## src/ssce_map.vh

```
/*
 Constants for the store, shift, compare and subtract execute slice:
 instruction field positions, opcode and function codes.
 Assumes a 32-bit instruction word in the usual three-format layout.
*/
`ifndef SSCE_MAP_VH
`define SSCE_MAP_VH
`define SSCE_OP_HI        31
`define SSCE_OP_LO        26
`define SSCE_SRC_HI       25
`define SSCE_SRC_LO       21
`define SSCE_TGT_HI       20
`define SSCE_TGT_LO       16
`define SSCE_DST_HI       15
`define SSCE_DST_LO       11
`define SSCE_SHAMT_HI     10
`define SSCE_SHAMT_LO     6
`define SSCE_FN_HI        5
`define SSCE_FN_LO        0
`define SSCE_CODE_HI      25
`define SSCE_CODE_LO      6
`define SSCE_OP_SPECIAL   6'h00
`define SSCE_OP_LTSI      6'h0A
`define SSCE_OP_LTUI      6'h0B
`define SSCE_OP_STHALF    6'h29
`define SSCE_OP_STPLEFT   6'h2A
`define SSCE_OP_STWORD    6'h2B
`define SSCE_OP_STPRIGHT  6'h2E
`define SSCE_FN_SLI       6'h00
`define SSCE_FN_SRLI      6'h02
`define SSCE_FN_SRAI      6'h03
`define SSCE_FN_SLV       6'h04
`define SSCE_FN_SHIFT_RIGHT_LOGIC_VAR      6'h06
`define SSCE_FN_SHIFT_RIGHT_ARITH_VAR      6'h07
`define SSCE_FN_DBGTRAP   6'h0E
`define SSCE_FN_SUBT      6'h22
`define SSCE_FN_SUBN      6'h23
`define SSCE_FN_LTS       6'h2A
`define SSCE_FN_LTU       6'h2B
`define SSCE_EXC_NONE     2'h0
`define SSCE_EXC_DEBUG    2'h1
`define SSCE_EXC_ADDR     2'h2
`define SSCE_EXC_OVF      2'h3
`define SSCE_SIZE_HALF    2'h1
`define SSCE_SIZE_WORD    2'h2
`define SSCE_SIZE_LEFT    2'h3
`define SSCE_SIZE_RIGHT   2'h0
`endif

```

## src/ssce_exec.v

```verilog
/*
 Decode and execute stage for the store, shift, set-on-less-than,
 subtract and software debug trap instructions.
 Assumes the pipeline presents one instruction with its operands per
 valid cycle and that other instructions are handled elsewhere.
*/
`timescale 1ns/10ps
`include "ssce_map.vh"
// Notes on behaviour
// - Special function 001110 raises debug trap; bits 25..6 hold code.
// - Trap code is not output; handler reads instruction via debug PC.
// - Half store writes low target halfword at base plus signed offset.
// - Half store with odd address raises address error, no write.
// - Immediate left shift by shift field, zero fill, to destination.
// - Variable left shift by low five source bits, zero fill.
// - Immediate logical right shift by shift field, zero fill.
// - Variable logical right shift by low five source bits.
// - Immediate arithmetic right shift replicates sign bit.
// - Variable arithmetic right shift replicates sign bit.
// - Signed register compare writes one when source below target.
// - Unsigned register compare writes one when source below target.
// - Signed immediate compare against sign-extended immediate.
// - Unsigned immediate compare uses sign-extended immediate, unsigned.
// - Compares never overflow and stay correct on overflowed difference.
// - Trapping subtract raises overflow and leaves destination alone.
// - Non-trapping subtract always writes, never traps.
// - Word store needs low address bits 00, else address error.
// - Left partial store writes register MSB down to word's low byte.
// - Left partial store touches one word, one to four bytes, no error.
// - Right partial store writes register LSB up to word's high byte.
module ssce_exec (
   // Clock and control.
   input  wire        clock,
   input  wire        rst,
   input  wire        clockEnable,
   input  wire        bigEndian,
   // Instruction and operands.
   input  wire        instrValid,
   input  wire [31:0] instrWord,
   input  wire [31:0] sourceValue,
   input  wire [31:0] targetValue,
   // Register writeback.
   output reg         wbEnable,
   output reg  [4:0]  wbIndex,
   output reg  [31:0] wbData,
   // Store port.
   output reg         storeValid,
   output reg  [31:0] storeAddr,
   output reg  [3:0]  storeByteEnable,
   output reg  [31:0] storeData,
   // Exception report.
   output reg         excValid,
   output reg  [1:0]  excCode,
   output reg  [31:0] excBadAddr
);
   wire [5:0]  opcode;
   wire [5:0]  funct;
   wire [4:0]  shiftField;
   wire [4:0]  sourceIdx;
   wire [4:0]  targetIdx;
   wire [4:0]  destIdx;
   wire [31:0] immExt;
   wire [31:0] effAddr;
   wire        isSpecial;
   wire [31:0] aluResult;
   wire        aluOverflow;
   wire [3:0]  laneEnable;
   wire [31:0] laneData;

   reg  [2:0]  aluSel;
   reg  [4:0]  aluShift;
   reg  [31:0] aluA;
   reg  [31:0] aluB;
   reg         aluWrite;
   reg  [4:0]  aluDest;
   reg         subTrap;
   reg         isStore;
   reg  [1:0]  storeSize;
   reg         debugTrap;

   reg         next_wbEnable;
   reg         next_storeValid;
   reg         next_excValid;
   reg  [1:0]  next_excCode;

   // Field extraction shared by every format.
   assign opcode     = instrWord[`SSCE_OP_HI:`SSCE_OP_LO];
   assign funct      = instrWord[`SSCE_FN_HI:`SSCE_FN_LO];
   assign shiftField = instrWord[`SSCE_SHAMT_HI:`SSCE_SHAMT_LO];
   assign sourceIdx  = instrWord[`SSCE_SRC_HI:`SSCE_SRC_LO];
   assign targetIdx  = instrWord[`SSCE_TGT_HI:`SSCE_TGT_LO];
   assign destIdx    = instrWord[`SSCE_DST_HI:`SSCE_DST_LO];
   assign isSpecial  = opcode == `SSCE_OP_SPECIAL;
   // signed offset address. Same sum serves every store.
   assign immExt     = {{16{instrWord[15]}}, instrWord[15:0]};
   assign effAddr    = sourceValue + immExt;

   // Decode into ALU controls, store controls and trap request.
   always @* begin
      aluSel    = 3'h7;
      aluShift  = shiftField;
      aluA      = sourceValue;
      aluB      = targetValue;
      aluWrite  = 1'b0;
      aluDest   = destIdx;
      subTrap   = 1'b0;
      isStore   = 1'b0;
      storeSize = `SSCE_SIZE_WORD;
      debugTrap = 1'b0;
      if (isSpecial) begin
         case (funct)
            `SSCE_FN_SLI: begin
               aluSel   = 3'h0;
               aluWrite = 1'b1;
            end
            `SSCE_FN_SLV: begin
               aluSel   = 3'h0;
               aluShift = sourceValue[4:0];
               aluWrite = 1'b1;
            end
            `SSCE_FN_SRLI: begin
               aluSel   = 3'h1;
               aluWrite = 1'b1;
            end
            `SSCE_FN_SHIFT_RIGHT_LOGIC_VAR: begin
               aluSel   = 3'h1;
               aluShift = sourceValue[4:0];
               aluWrite = 1'b1;
            end
            `SSCE_FN_SRAI: begin
               aluSel   = 3'h2;
               aluWrite = 1'b1;
            end
            `SSCE_FN_SHIFT_RIGHT_ARITH_VAR: begin
               aluSel   = 3'h2;
               aluShift = sourceValue[4:0];
               aluWrite = 1'b1;
            end
            `SSCE_FN_LTS: begin
               aluSel   = 3'h3;
               aluWrite = 1'b1;
            end
            `SSCE_FN_LTU: begin
               aluSel   = 3'h4;
               aluWrite = 1'b1;
            end
            `SSCE_FN_SUBT: begin
               aluSel   = 3'h5;
               aluWrite = 1'b1;
               subTrap  = 1'b1;
            end
            `SSCE_FN_SUBN: begin
               aluSel   = 3'h5;
               aluWrite = 1'b1;
            end
            `SSCE_FN_DBGTRAP: debugTrap = 1'b1;
            default: aluSel = 3'h7;
         endcase
      end else begin
         case (opcode)
            `SSCE_OP_LTSI: begin
               aluSel   = 3'h3;
               aluB     = immExt;
               aluWrite = 1'b1;
               aluDest  = targetIdx;
            end
            `SSCE_OP_LTUI: begin
               aluSel   = 3'h4;
               aluB     = immExt;
               aluWrite = 1'b1;
               aluDest  = targetIdx;
            end
            `SSCE_OP_STHALF: begin
               isStore   = 1'b1;
               storeSize = `SSCE_SIZE_HALF;
            end
            `SSCE_OP_STWORD:   isStore = 1'b1;
            `SSCE_OP_STPLEFT: begin
               isStore   = 1'b1;
               storeSize = `SSCE_SIZE_LEFT;
            end
            `SSCE_OP_STPRIGHT: begin
               isStore   = 1'b1;
               storeSize = `SSCE_SIZE_RIGHT;
            end
            default: isStore = 1'b0;
         endcase
      end
   end

   // compares never trap. Only the trapping subtract looks at
   // the ALU overflow flag.
   ssce_alu #(
      .WIDTH       (32)
   ) u_alu (
      .opSel       (aluSel),
      .shiftAmount (aluShift),
      .opA         (aluA),
      .opB         (aluB),
      .result      (aluResult),
      .overflow    (aluOverflow)
   );

   // lane steering. Byte enables follow address and order.
   ssce_store_lane u_lane (
      .storeSize   (storeSize),
      .addrLow     (effAddr[1:0]),
      .bigEndian   (bigEndian),
      .regData     (targetValue),
      .byteEnable  (laneEnable),
      .laneData    (laneData)
   );

   // Exception priority and write suppression for this instruction.
   always @* begin
      next_wbEnable   = 1'b0;
      next_storeValid = 1'b0;
      next_excValid   = 1'b0;
      next_excCode    = `SSCE_EXC_NONE;
      if (instrValid) begin
         if (debugTrap) begin
            // code not delivered. Only the trap kind is
            // reported; the handler fetches the word itself.
            next_excValid = 1'b1;
            next_excCode  = `SSCE_EXC_DEBUG;
         end else if (subTrap && aluOverflow) begin
            next_excValid = 1'b1;
            next_excCode  = `SSCE_EXC_OVF;
         end else if (isStore && storeSize == `SSCE_SIZE_HALF &&
                      effAddr[0]) begin
            next_excValid = 1'b1;
            next_excCode  = `SSCE_EXC_ADDR;
         end else if (isStore && storeSize == `SSCE_SIZE_WORD &&
                      effAddr[1:0] != 2'h0) begin
            next_excValid = 1'b1;
            next_excCode  = `SSCE_EXC_ADDR;
         end else begin
            // partial stores pass unaligned. One word only.
            next_storeValid = isStore;
            next_wbEnable   = aluWrite;
         end
      end
   end

   // Result registers; all outputs are flops so the next stage sees
   // clean timing, at the cost of one cycle of latency.
   always @(posedge clock or posedge rst) begin
      if (rst) begin
         wbEnable        <= 1'b0;
         wbIndex         <= 5'h00;
         wbData          <= 32'h00000000;
         storeValid      <= 1'b0;
         storeAddr       <= 32'h00000000;
         storeByteEnable <= 4'h0;
         storeData       <= 32'h00000000;
         excValid        <= 1'b0;
         excCode         <= `SSCE_EXC_NONE;
         excBadAddr      <= 32'h00000000;
      end else if (clockEnable) begin
         wbEnable        <= next_wbEnable;
         wbIndex         <= aluDest;
         wbData          <= aluResult;
         storeValid      <= next_storeValid;
         // Word address: the lane enables select bytes within it.
         storeAddr       <= {effAddr[31:2], 2'h0};
         storeByteEnable <= next_storeValid ? laneEnable : 4'h0;
         storeData       <= laneData;
         excValid        <= next_excValid;
         excCode         <= next_excCode;
         excBadAddr      <= effAddr;
      end
   end
endmodule // ssce_exec

```

## src/ssce_alu.v

```verilog
/*
 Combinational shift, compare and subtract unit.
 Assumes operands are already read from the register file.
*/
`timescale 1ns/10ps
module ssce_alu #(
   parameter WIDTH = 32
) (
   // Operation select.
   input  wire [2:0]       opSel,
   input  wire [4:0]       shiftAmount,
   // Operands.
   input  wire [WIDTH-1:0] opA,
   input  wire [WIDTH-1:0] opB,
   // Results.
   output reg  [WIDTH-1:0] result,
   output wire             overflow
);
   wire [WIDTH-1:0] diff;
   wire             ltSigned;
   wire             ltUnsigned;

   // Sign bits decide the signed compare, so overflow of the
   // difference never corrupts the answer.
   assign diff       = opA - opB;
   assign ltSigned   = (opA[WIDTH-1] != opB[WIDTH-1]) ? opA[WIDTH-1] :
                       diff[WIDTH-1];
   assign ltUnsigned = opA < opB;
   // Carries into and out of the top bit differ exactly when the
   // operand signs differ and the result sign follows the subtrahend.
   assign overflow   = (opA[WIDTH-1] != opB[WIDTH-1]) &&
                       (diff[WIDTH-1] != opA[WIDTH-1]);

   // Result select; opB is the shifted value for shifts.
   always @* begin
      case (opSel)
         3'h0: result = opB << shiftAmount;
         3'h1: result = opB >> shiftAmount;
         3'h2: result = $signed(opB) >>> shiftAmount;
         3'h3: result = {{(WIDTH-1){1'b0}}, ltSigned};
         3'h4: result = {{(WIDTH-1){1'b0}}, ltUnsigned};
         3'h5: result = diff;
         default: result = {WIDTH{1'b0}};
      endcase
   end
endmodule // ssce_alu

```

## src/ssce_store_lane.v

```verilog
/*
 Store lane placement: byte enables and data steering for halfword,
 word and partial word stores. Assumes a 32-bit memory word.
*/
`timescale 1ns/10ps
`include "ssce_map.vh"
module ssce_store_lane (
   // Request.
   input  wire [1:0]  storeSize,
   input  wire [1:0]  addrLow,
   input  wire        bigEndian,
   input  wire [31:0] regData,
   // Lane outputs.
   output reg  [3:0]  byteEnable,
   output reg  [31:0] laneData
);
   reg [1:0] lane;

   // Lane index counts from the word's low-order byte in memory; big
   // endian flips the byte numbering within the word.
   always @* begin
      lane       = bigEndian ? ~addrLow : addrLow;
      byteEnable = 4'h0;
      laneData   = 32'h0;
      case (storeSize)
         `SSCE_SIZE_HALF: begin
            byteEnable = lane[1] ? 4'hC : 4'h3;
            laneData   = {regData[15:0], regData[15:0]};
         end
         `SSCE_SIZE_WORD: begin
            byteEnable = 4'hF;
            laneData   = regData;
         end
         // top bytes downward. Register MSB lands in the
         // addressed lane, lower bytes fill lanes below it.
         `SSCE_SIZE_LEFT: begin
            byteEnable = 4'hF >> (2'h3 - lane);
            laneData   = regData >> {(2'h3 - lane), 3'h0};
         end
         // bottom bytes upward. Register LSB lands in the
         // addressed lane, higher bytes fill lanes above it.
         default: begin
            byteEnable = 4'hF << lane;
            laneData   = regData << {lane, 3'h0};
         end
      endcase
   end
endmodule // ssce_store_lane

```

## config.mk

```make
export PLATFORM = sky130hd
export DESIGN_NAME = ssce_exec
export DESIGN_NICKNAME = d
export VERILOG_FILES = /design/src/ssce_exec.v /design/src/ssce_alu.v /design/src/ssce_store_lane.v
export VERILOG_INCLUDE_DIRS = /design/src
export SDC_FILE = /design/constraint.sdc
export NUM_CORES = 1
export LEC_CHECK = 0
export BUFFER_PORTS_ARGS = -buffer_cell sky130_fd_sc_hd__buf_2
export CORE_MARGIN = 2
export CORE_UTILIZATION = 49
export DETAILED_ROUTE_END_ITERATION = 10
export HOLD_SLACK_MARGIN = 0.12
export PLACE_DENSITY = 0.72
export SLEW_MARGIN = 20
export SYNTH_ARGS = -nofsm -noshare
export SYNTH_HDL_FRONTEND = slang
export SYNTH_SLANG_ARGS = --single-unit
```

## constraint.sdc

```tcl
create_clock -name clock -period 4.78 [get_ports clock]
set_input_delay 0.956 -clock clock [delete_from_list [all_inputs] [get_ports clock]]
set_output_delay 0.956 -clock clock [all_outputs]
set_load 0.05 [all_outputs]
```

Word-level counts from Yosys, hierarchy flattened
Index checks and enable logic that the tools add are counted.
{ "totals": {"reg_bits": 140, "inputBits": 101, "out_inout_bits": 142, "wordCells": 113} }
{ "op_classes": {"addsub": 3, "order_cmp": 1, "n_eq_ne": 26, "shift": 7, "mux": 47, "bitwise_logic": 1, "n_reduce_logical": 18} }
{ "op_table": {"columns": ["op", "count"], "rows": [
  ["32-bit one-hot mux with 6 select lines", 1],
  ["32-bit one-hot mux with 3 select lines", 1],
  ["32-bit two-way mux", 2],
  ["32-bit by 5-bit left shift with 32-bit output", 2],
  ["32-bit by 5-bit right shift with 32-bit output", 2],
  ["6-bit == test (second input constant)", 8],
  ["32-bit adder", 1],
  ["32-bit less-than comparator", 1],
  ["32-bit by 5-bit >>> shifter with 32-bit output", 1],
  ["32-bit subtractor", 1],
  ["1-bit two-way mux", 25],
  ["5-bit two-way mux", 4],
  ["6-bit by 3-bit == test with 1-bit output (second input constant)", 3],
  ["6-bit by 4-bit == test with 1-bit output (second input constant)", 3],
  ["3-bit one-hot mux with 6 select lines", 1],
  ["2-bit two-way mux", 7],
  ["6-bit by 2-bit == test with 1-bit output (second input constant)", 2],
  ["6-bit zero test", 2],
  ["4-bit one-hot mux with 3 select lines", 1],
  ["10-bit OR reduction", 1],
  ["2-bit OR reduction", 5],
  ["4-bit two-way mux", 2],
  ["3-bit by 2-bit == test with 1-bit output (second input constant)", 2],
  ["3-bit == test (second input constant)", 2],
  ["other kinds (16)", 23]
]} }

Logic depth before layout (Yosys ltp)
{ "logic_depth": {"ltp_word": 12, "ltp_mapped": 25, "ltp_nobuf": 23} }

Hierarchy
Synthesis repeated with hierarchy kept, for this count alone.
{ "hier_totals": {"cells_unflattened": 1834, "area_unflattened_um2": 15044.4} }
{ "by_module_without_submodules": {"columns": ["mod", "n_inst", "cells_per_inst", "area_each_um2", "seq_area_each_um2"], "rows": [
  ["ssce_exec", 1, 670, 6749.0, 2752.6],
  ["ssce_alu", 1, 908, 6606.3, 0.0],
  ["ssce_store_lane", 1, 256, 1689.1, 0.0]
]} }

Worst setup path before layout
No wires, ideal clock.
{ "synth_timing": {"path_type": "input to register", "start": "in instrWord[28]", "end": "reg storeByteEnable[1]", "setup_time_ns": 0.083, "arrival_time_ns": 5.772, "t_required_ns": 4.697, "slack_ns": -1.075, "cell_stages": 21, "n_path_buf": 0, "cell_sequence": "or4b_2 -> nor3_1 -> a21oi_1 -> ha_1 -> a2111oi_0 -> a221oi_1 -> a221o_1 -> a221oi_1 -> a211o_1 -> o21a_1 -> nor2b_1 -> o21ai_0 -> nand2b_1 -> fa_1 -> xor2_1 -> nand4b_1 -> o21ai_0 -> or3_1 -> a31oi_1 -> o21ai_0 -> o21ai_0"} }
{ "synth_via": {"elab_chain_len": 12, "elab_cells_between_ends": 36, "classes_between": "1 x add/sub; 11 x eq/ne; 15 x mux; 9 x reduce/logical"} }
{ "synth_lines": {"columns": ["item", "line_no", "source"], "rows": [
  ["start, declared", "ssce_exec.v:39", "input wire [31:0] instrWord,"],
  ["6-bit by 4-bit == test with 1-bit output or 6-bit == test (tied branches)", "ssce_exec.v:160", "case (opcode)"],
  ["2-bit OR reduction (no line), or another cell as far along", null, null],
  ["32-bit two-way mux, or another cell as far along", "ssce_exec.v:160", null],
  ["32-bit two-way mux, or another cell as far along", "ssce_exec.v:110", "if (isSpecial) begin"],
  ["32-bit subtractor or 1-bit logical AND (tied branches)", null, null],
  ["1-bit != test or 1-bit logical AND (tied branches)", "ssce_alu.v:32, ssce_exec.v:233", null],
  ["1-bit logical AND or 1-bit two-way mux (tied branches)", "ssce_alu.v:31, ssce_exec.v:233", null],
  ["1-bit logical AND or 1-bit two-way mux (tied branches)", "ssce_exec.v:226, ssce_exec.v:229", null],
  ["1-bit two-way mux", "ssce_exec.v:226", "end else if (subTrap && aluOverflow) begin"],
  ["1-bit two-way mux", "ssce_exec.v:221", "if (debugTrap) begin"],
  ["1-bit two-way mux", "ssce_exec.v:220", "if (instrValid) begin"],
  ["4-bit two-way mux *", "ssce_exec.v:266", "storeByteEnable <= next_storeValid ? laneEnable : 4'h0;"],
  ["end signal, assigned", "ssce_exec.v:266", null],
  ["end, declared", "ssce_exec.v:49", "output reg [3:0] storeByteEnable,"]
]} }
Mark *: on every way between the ends. The rest lies on a longest branch, timed or not.
A chain may end at the register's enable or synchronous reset.

Worst setup path after layout
{ "layout_timing": {"start": "in instrWord[31]", "end": "reg storeByteEnable[1]"} }
The elaborated chain is that of the path after synthesis.

==> summary.md <==
| Metric | Value |
|---|---|
| Status | `finished with violations` |
| Violated checks | `setup timing` |
| Gate power share | `between 50% and 60%` |
| Hold Startpoint | `storeData[14]` |
| Cell count after placement | `2534` |
| Multi-input gate area in the final layout | `0.00997 sq mm` |
| P_int | `0.00226 W` |
| Fin. Hold Viols | `0` |
| Die Y | `168 um` |
| # IOs | `243` |
| Switching share of power | `50.6%` |
| I/O Buffers | `235` |
| Starting Density | `50.1%` |
| Crit path launch type | `primary input` |
| Peak Freq | `183 MHz` |
| Max-slew violations | `0` |
| Ys Warns | `0` |
| Sequential area share after synthesis | `21.0%` |
| Final Instance Count excl. Fillers | `approximately 2600` |
| Root buffer cell | `clkbuf_16` |
| Starting DRT DRC Count | `roughly 2800` |
| Antenna-violating nets left | `0` |
| # Max-Cap Violations | `0` |
| Endpoints failing setup | `10` |
| Number of synthesized flops with an enable pin | `0` |
| Max incr delay on CP | `0.60 ns` |
| Global Route Usage Sum | `47.0%` |
| Nets | `2387` |
| CTS Hold Bufs | `0` |
| Register Area | `0.00275 sq mm` |
| Setup WS post-layout | `-0.681 ns` |
| Critical Path Sink Type | `register` |
| Cell row count | `59` |
| Minimum clock period | `5.46 ns` |
| Clock buffer depth | `2` |
| WS Path Type | `primary input to register` |
| DRC viols | `0` |
| CTS tree | `yes` |
| Tot Pwr | `0.00457 W` |
| Critical Path RT | `5.10 ns` |
| Synth Area per Inst | `7.37 sq um` |
| Worst-Margin Slew | `1.20 ns` |
| CTS buffer count | `9` |
| Drt first pass iters | `8` |
| RSZ-0062 raised after global routing | `true` |
| Dpl ws | `-1.08 ns` |
| Total wire length | `68500 um` |
| Worst-path clk slew | `roughly 0.10 ns` |
| LEAKAGE | `7.91 nW` |
| Area Overhead vs Synth | `32.6%` |
| CTS sink count | `110` |
| Tcrit/Tclk final | `114%` |
| Part of the power in registers | `about a quarter` |
| Die Wd | `between 150 and 200 um` |
| Worst vdd ir | `0.322 mV` |
| Worst-path maximum fanout | `4` |
| Seq cells post-synth | `110` |
| Vias post-DR | `17600` |
| Routed vias/inst | `6.88` |
| RR Startpoint | `wbData[17]` |
| Drt wl/cell | `26.8 um` |
| Cells after synthesis | `roughly 1800` |
| Initial antenna violation count | `3` |
| FILL cells | `between 2000 and 2500` |
| Synth cell types | `91` |
| Clock power share | `a little under a fifth` |
| CP max-delay cell | `fa_2` |
| Post-synthesis cell area | `0.0131 sq mm` |
| Critical path, cell by cell | `buf_6 -> nor4b_4 -> nand2_2 -> a21oi_1 -> ha_1 -> a21oi_1 -> o21bai_1 -> a21o_1 -> a221o_1 -> a221oi_2 -> a211o_1 -> o21a_1 -> nor2b_1 -> o21ai_1 -> nand2b_1 -> fa_2 -> xor2_4 -> nand4b_1 -> o21ai_2 -> or3_4 -> a31oi_1 -> o21ai_1 -> o21ai_1` |
| Arr. time, crit path | `5.78 ns` |
| Vias in the first global route | `~17000` |
| H-tree depth | `3` |
| First-pass GRT wire length | `101000 um` |
| GRT overflow | `0` |
| Hold Path Class | `register to register` |
| Async S/R FF share, synth | `100%` |
| Psw | `0.00231 W` |
| GP Congestion | `1.09` |
| Die ar. | `0.0281 sq mm` |
| Clk_skew | `0 ns` |
| Main synth FF type | `dfrtp_1` |
| Largest net degree at the start of global routing | `43` |
| Max_slew headroom | `between 10% and 20%` |
| Power Density | `approximately 260 mW/mm^2` |
| Post-DP HPWL | `54200 um` |
| Worst skew pair latency | `roughly 0.38 ns` |
| Core outline area | `roughly 0.026 sq mm` |
| Share of post-route cells with drive strength above 1 | `31.2%` |
| Worst setup path startpoint | `instrWord[31]` |
| Worst hold slack | `0.480 ns` |
| Most used cell, CP | `o21ai_1` |
[area by class of cell]
| cell class | count | share of cell area [%] |
|---|---|---|
| Clock buffer | 9 | 1.29 |
| Antenna cell | 2 | 0.0288 |
| Clock inverter | 7 | 0.496 |
| Tap cell | 335 | 2.41 |
| Multi-Input combinational cell | 1501 | 57.3 |
| Sequential cell | 110 | 15.8 |
| Inverter | 29 | 0.640 |
| Timing Repair Buffer | 569 | 22.0 |
[synthesized netlist by cell type (35+ instances only)]
cell type	count	area (sq um)
dfrtp_1	110	2750
o21ai_0	148	741
o22ai_1	42	263
ha_1	63	788
clkbuf_1	70	263
mux2i_1	39	390
o211ai_1	39	293
nand2_1	186	698
nor3_1	36	180
buf_4	37	278
xnor2_1	35	307
a21oi_1	172	861
nand3_1	106	531
nor2_1	170	638
[critical path: cells and delay by family]
kind | cells | cell delay [ns]
buffers and inverters | 1 | 0.10
xor gates and xnor gates | 1 | 0.10
AOI/OAI and AO/OA | 13 | 2.45
adders and majority gates | 2 | 0.95
and+or+nand+nor | 6 | 1.22
[registers in the layout (all words and copies together), names as in the netlist]
name / count
excValid: 1
storeData: 32
storeValid: 1
wbData: 32
excCode: 2
storeByteEnable: 4
wbIndex: 5
excBadAddr: 32
wbEnable: 1
[cell families after synthesis]
group / synth area share (%)
flip-flops: 21.0
XOR/XNOR: 3.67
other: 0.0286
AO/OA/AOI/OAI: 33.6
AND/OR/NAND/NOR: 22.3
multiplexers: 6.53
adder cells (fa/ha/maj): 6.47
buffers and inverters: 6.43
[through the flow]
step | util [%] | instance area [sq um] | TNS, ns
2_1_floorplan | - | 13300 | -3.53
5_1_grt | 66.4 | 17400 | -6.58
4_1_cts | 65.6 | 17200 | -3.44
3_3_place_gp | 63.8 | 16700 | -10.97
3_5_place_dp | 63.8 | 16700 | -12.46
6_report | 66.4 | 17400 | -4.54
[layout by cell type, fill, tap and decap left out, types with 33 or more instances in the layout]
cell type  Yosys  routed
buf_4         37     323
buf_2         20     232
nand2_1      186     186
nor2_1       170     169
a21oi_1      172     167
o21ai_0      148     142
dfrtp_1      110     110
nand3_1      106     106
ha_1          63      53
o22ai_1       42      42
o211ai_1      39      39
xnor2_1       35      33
[repair_timing]
action / in CTS / in global routing
buffers inserted: 8 / 4
endpoints found under the setup margin: 14 / 18
pin swaps: 13 / 15
cloned: 1 / 0
gates resized for setup: 20 / 31
[layer usage]
metal  global-route usage, %  vias to the layer above  share of wire [%]
li1                        -                     7578                  -
met1                    59.7                     8193                 37
met2                    69.3                     1508                 41
met3                    15.2                      341                 14
met4                    29.3                        2                7.3
met5                       0                        -              0.015
[power groups by stage]
stage                     logic [W]  clock network [W]  registers (W)
after CTS                   0.00249           0.000855        0.00112
after global routing        0.00270           0.000876        0.00113
after floorplan             0.00126                  0        0.00151
final                       0.00260           0.000857        0.00112
after global placement      0.00243                  0        0.00113
after detailed placement    0.00246                  0        0.00114
[path summary, 6_finish.rpt]
kind                                            to  slack, ns  cells after the start
worst min-delay path                 storeData[14]       0.48                      1
min in group asynchronous             storeData[8]       0.62                      2
worst max-delay path            storeByteEnable[1]      -0.68                     23
worst min register to register       storeData[14]       0.48                      1
worst max register to register          wbData[17]       3.68                      3
max in group asynchronous                wbData[7]       3.22                      3
No activity file was read; power rests on OpenSTA's default activity.
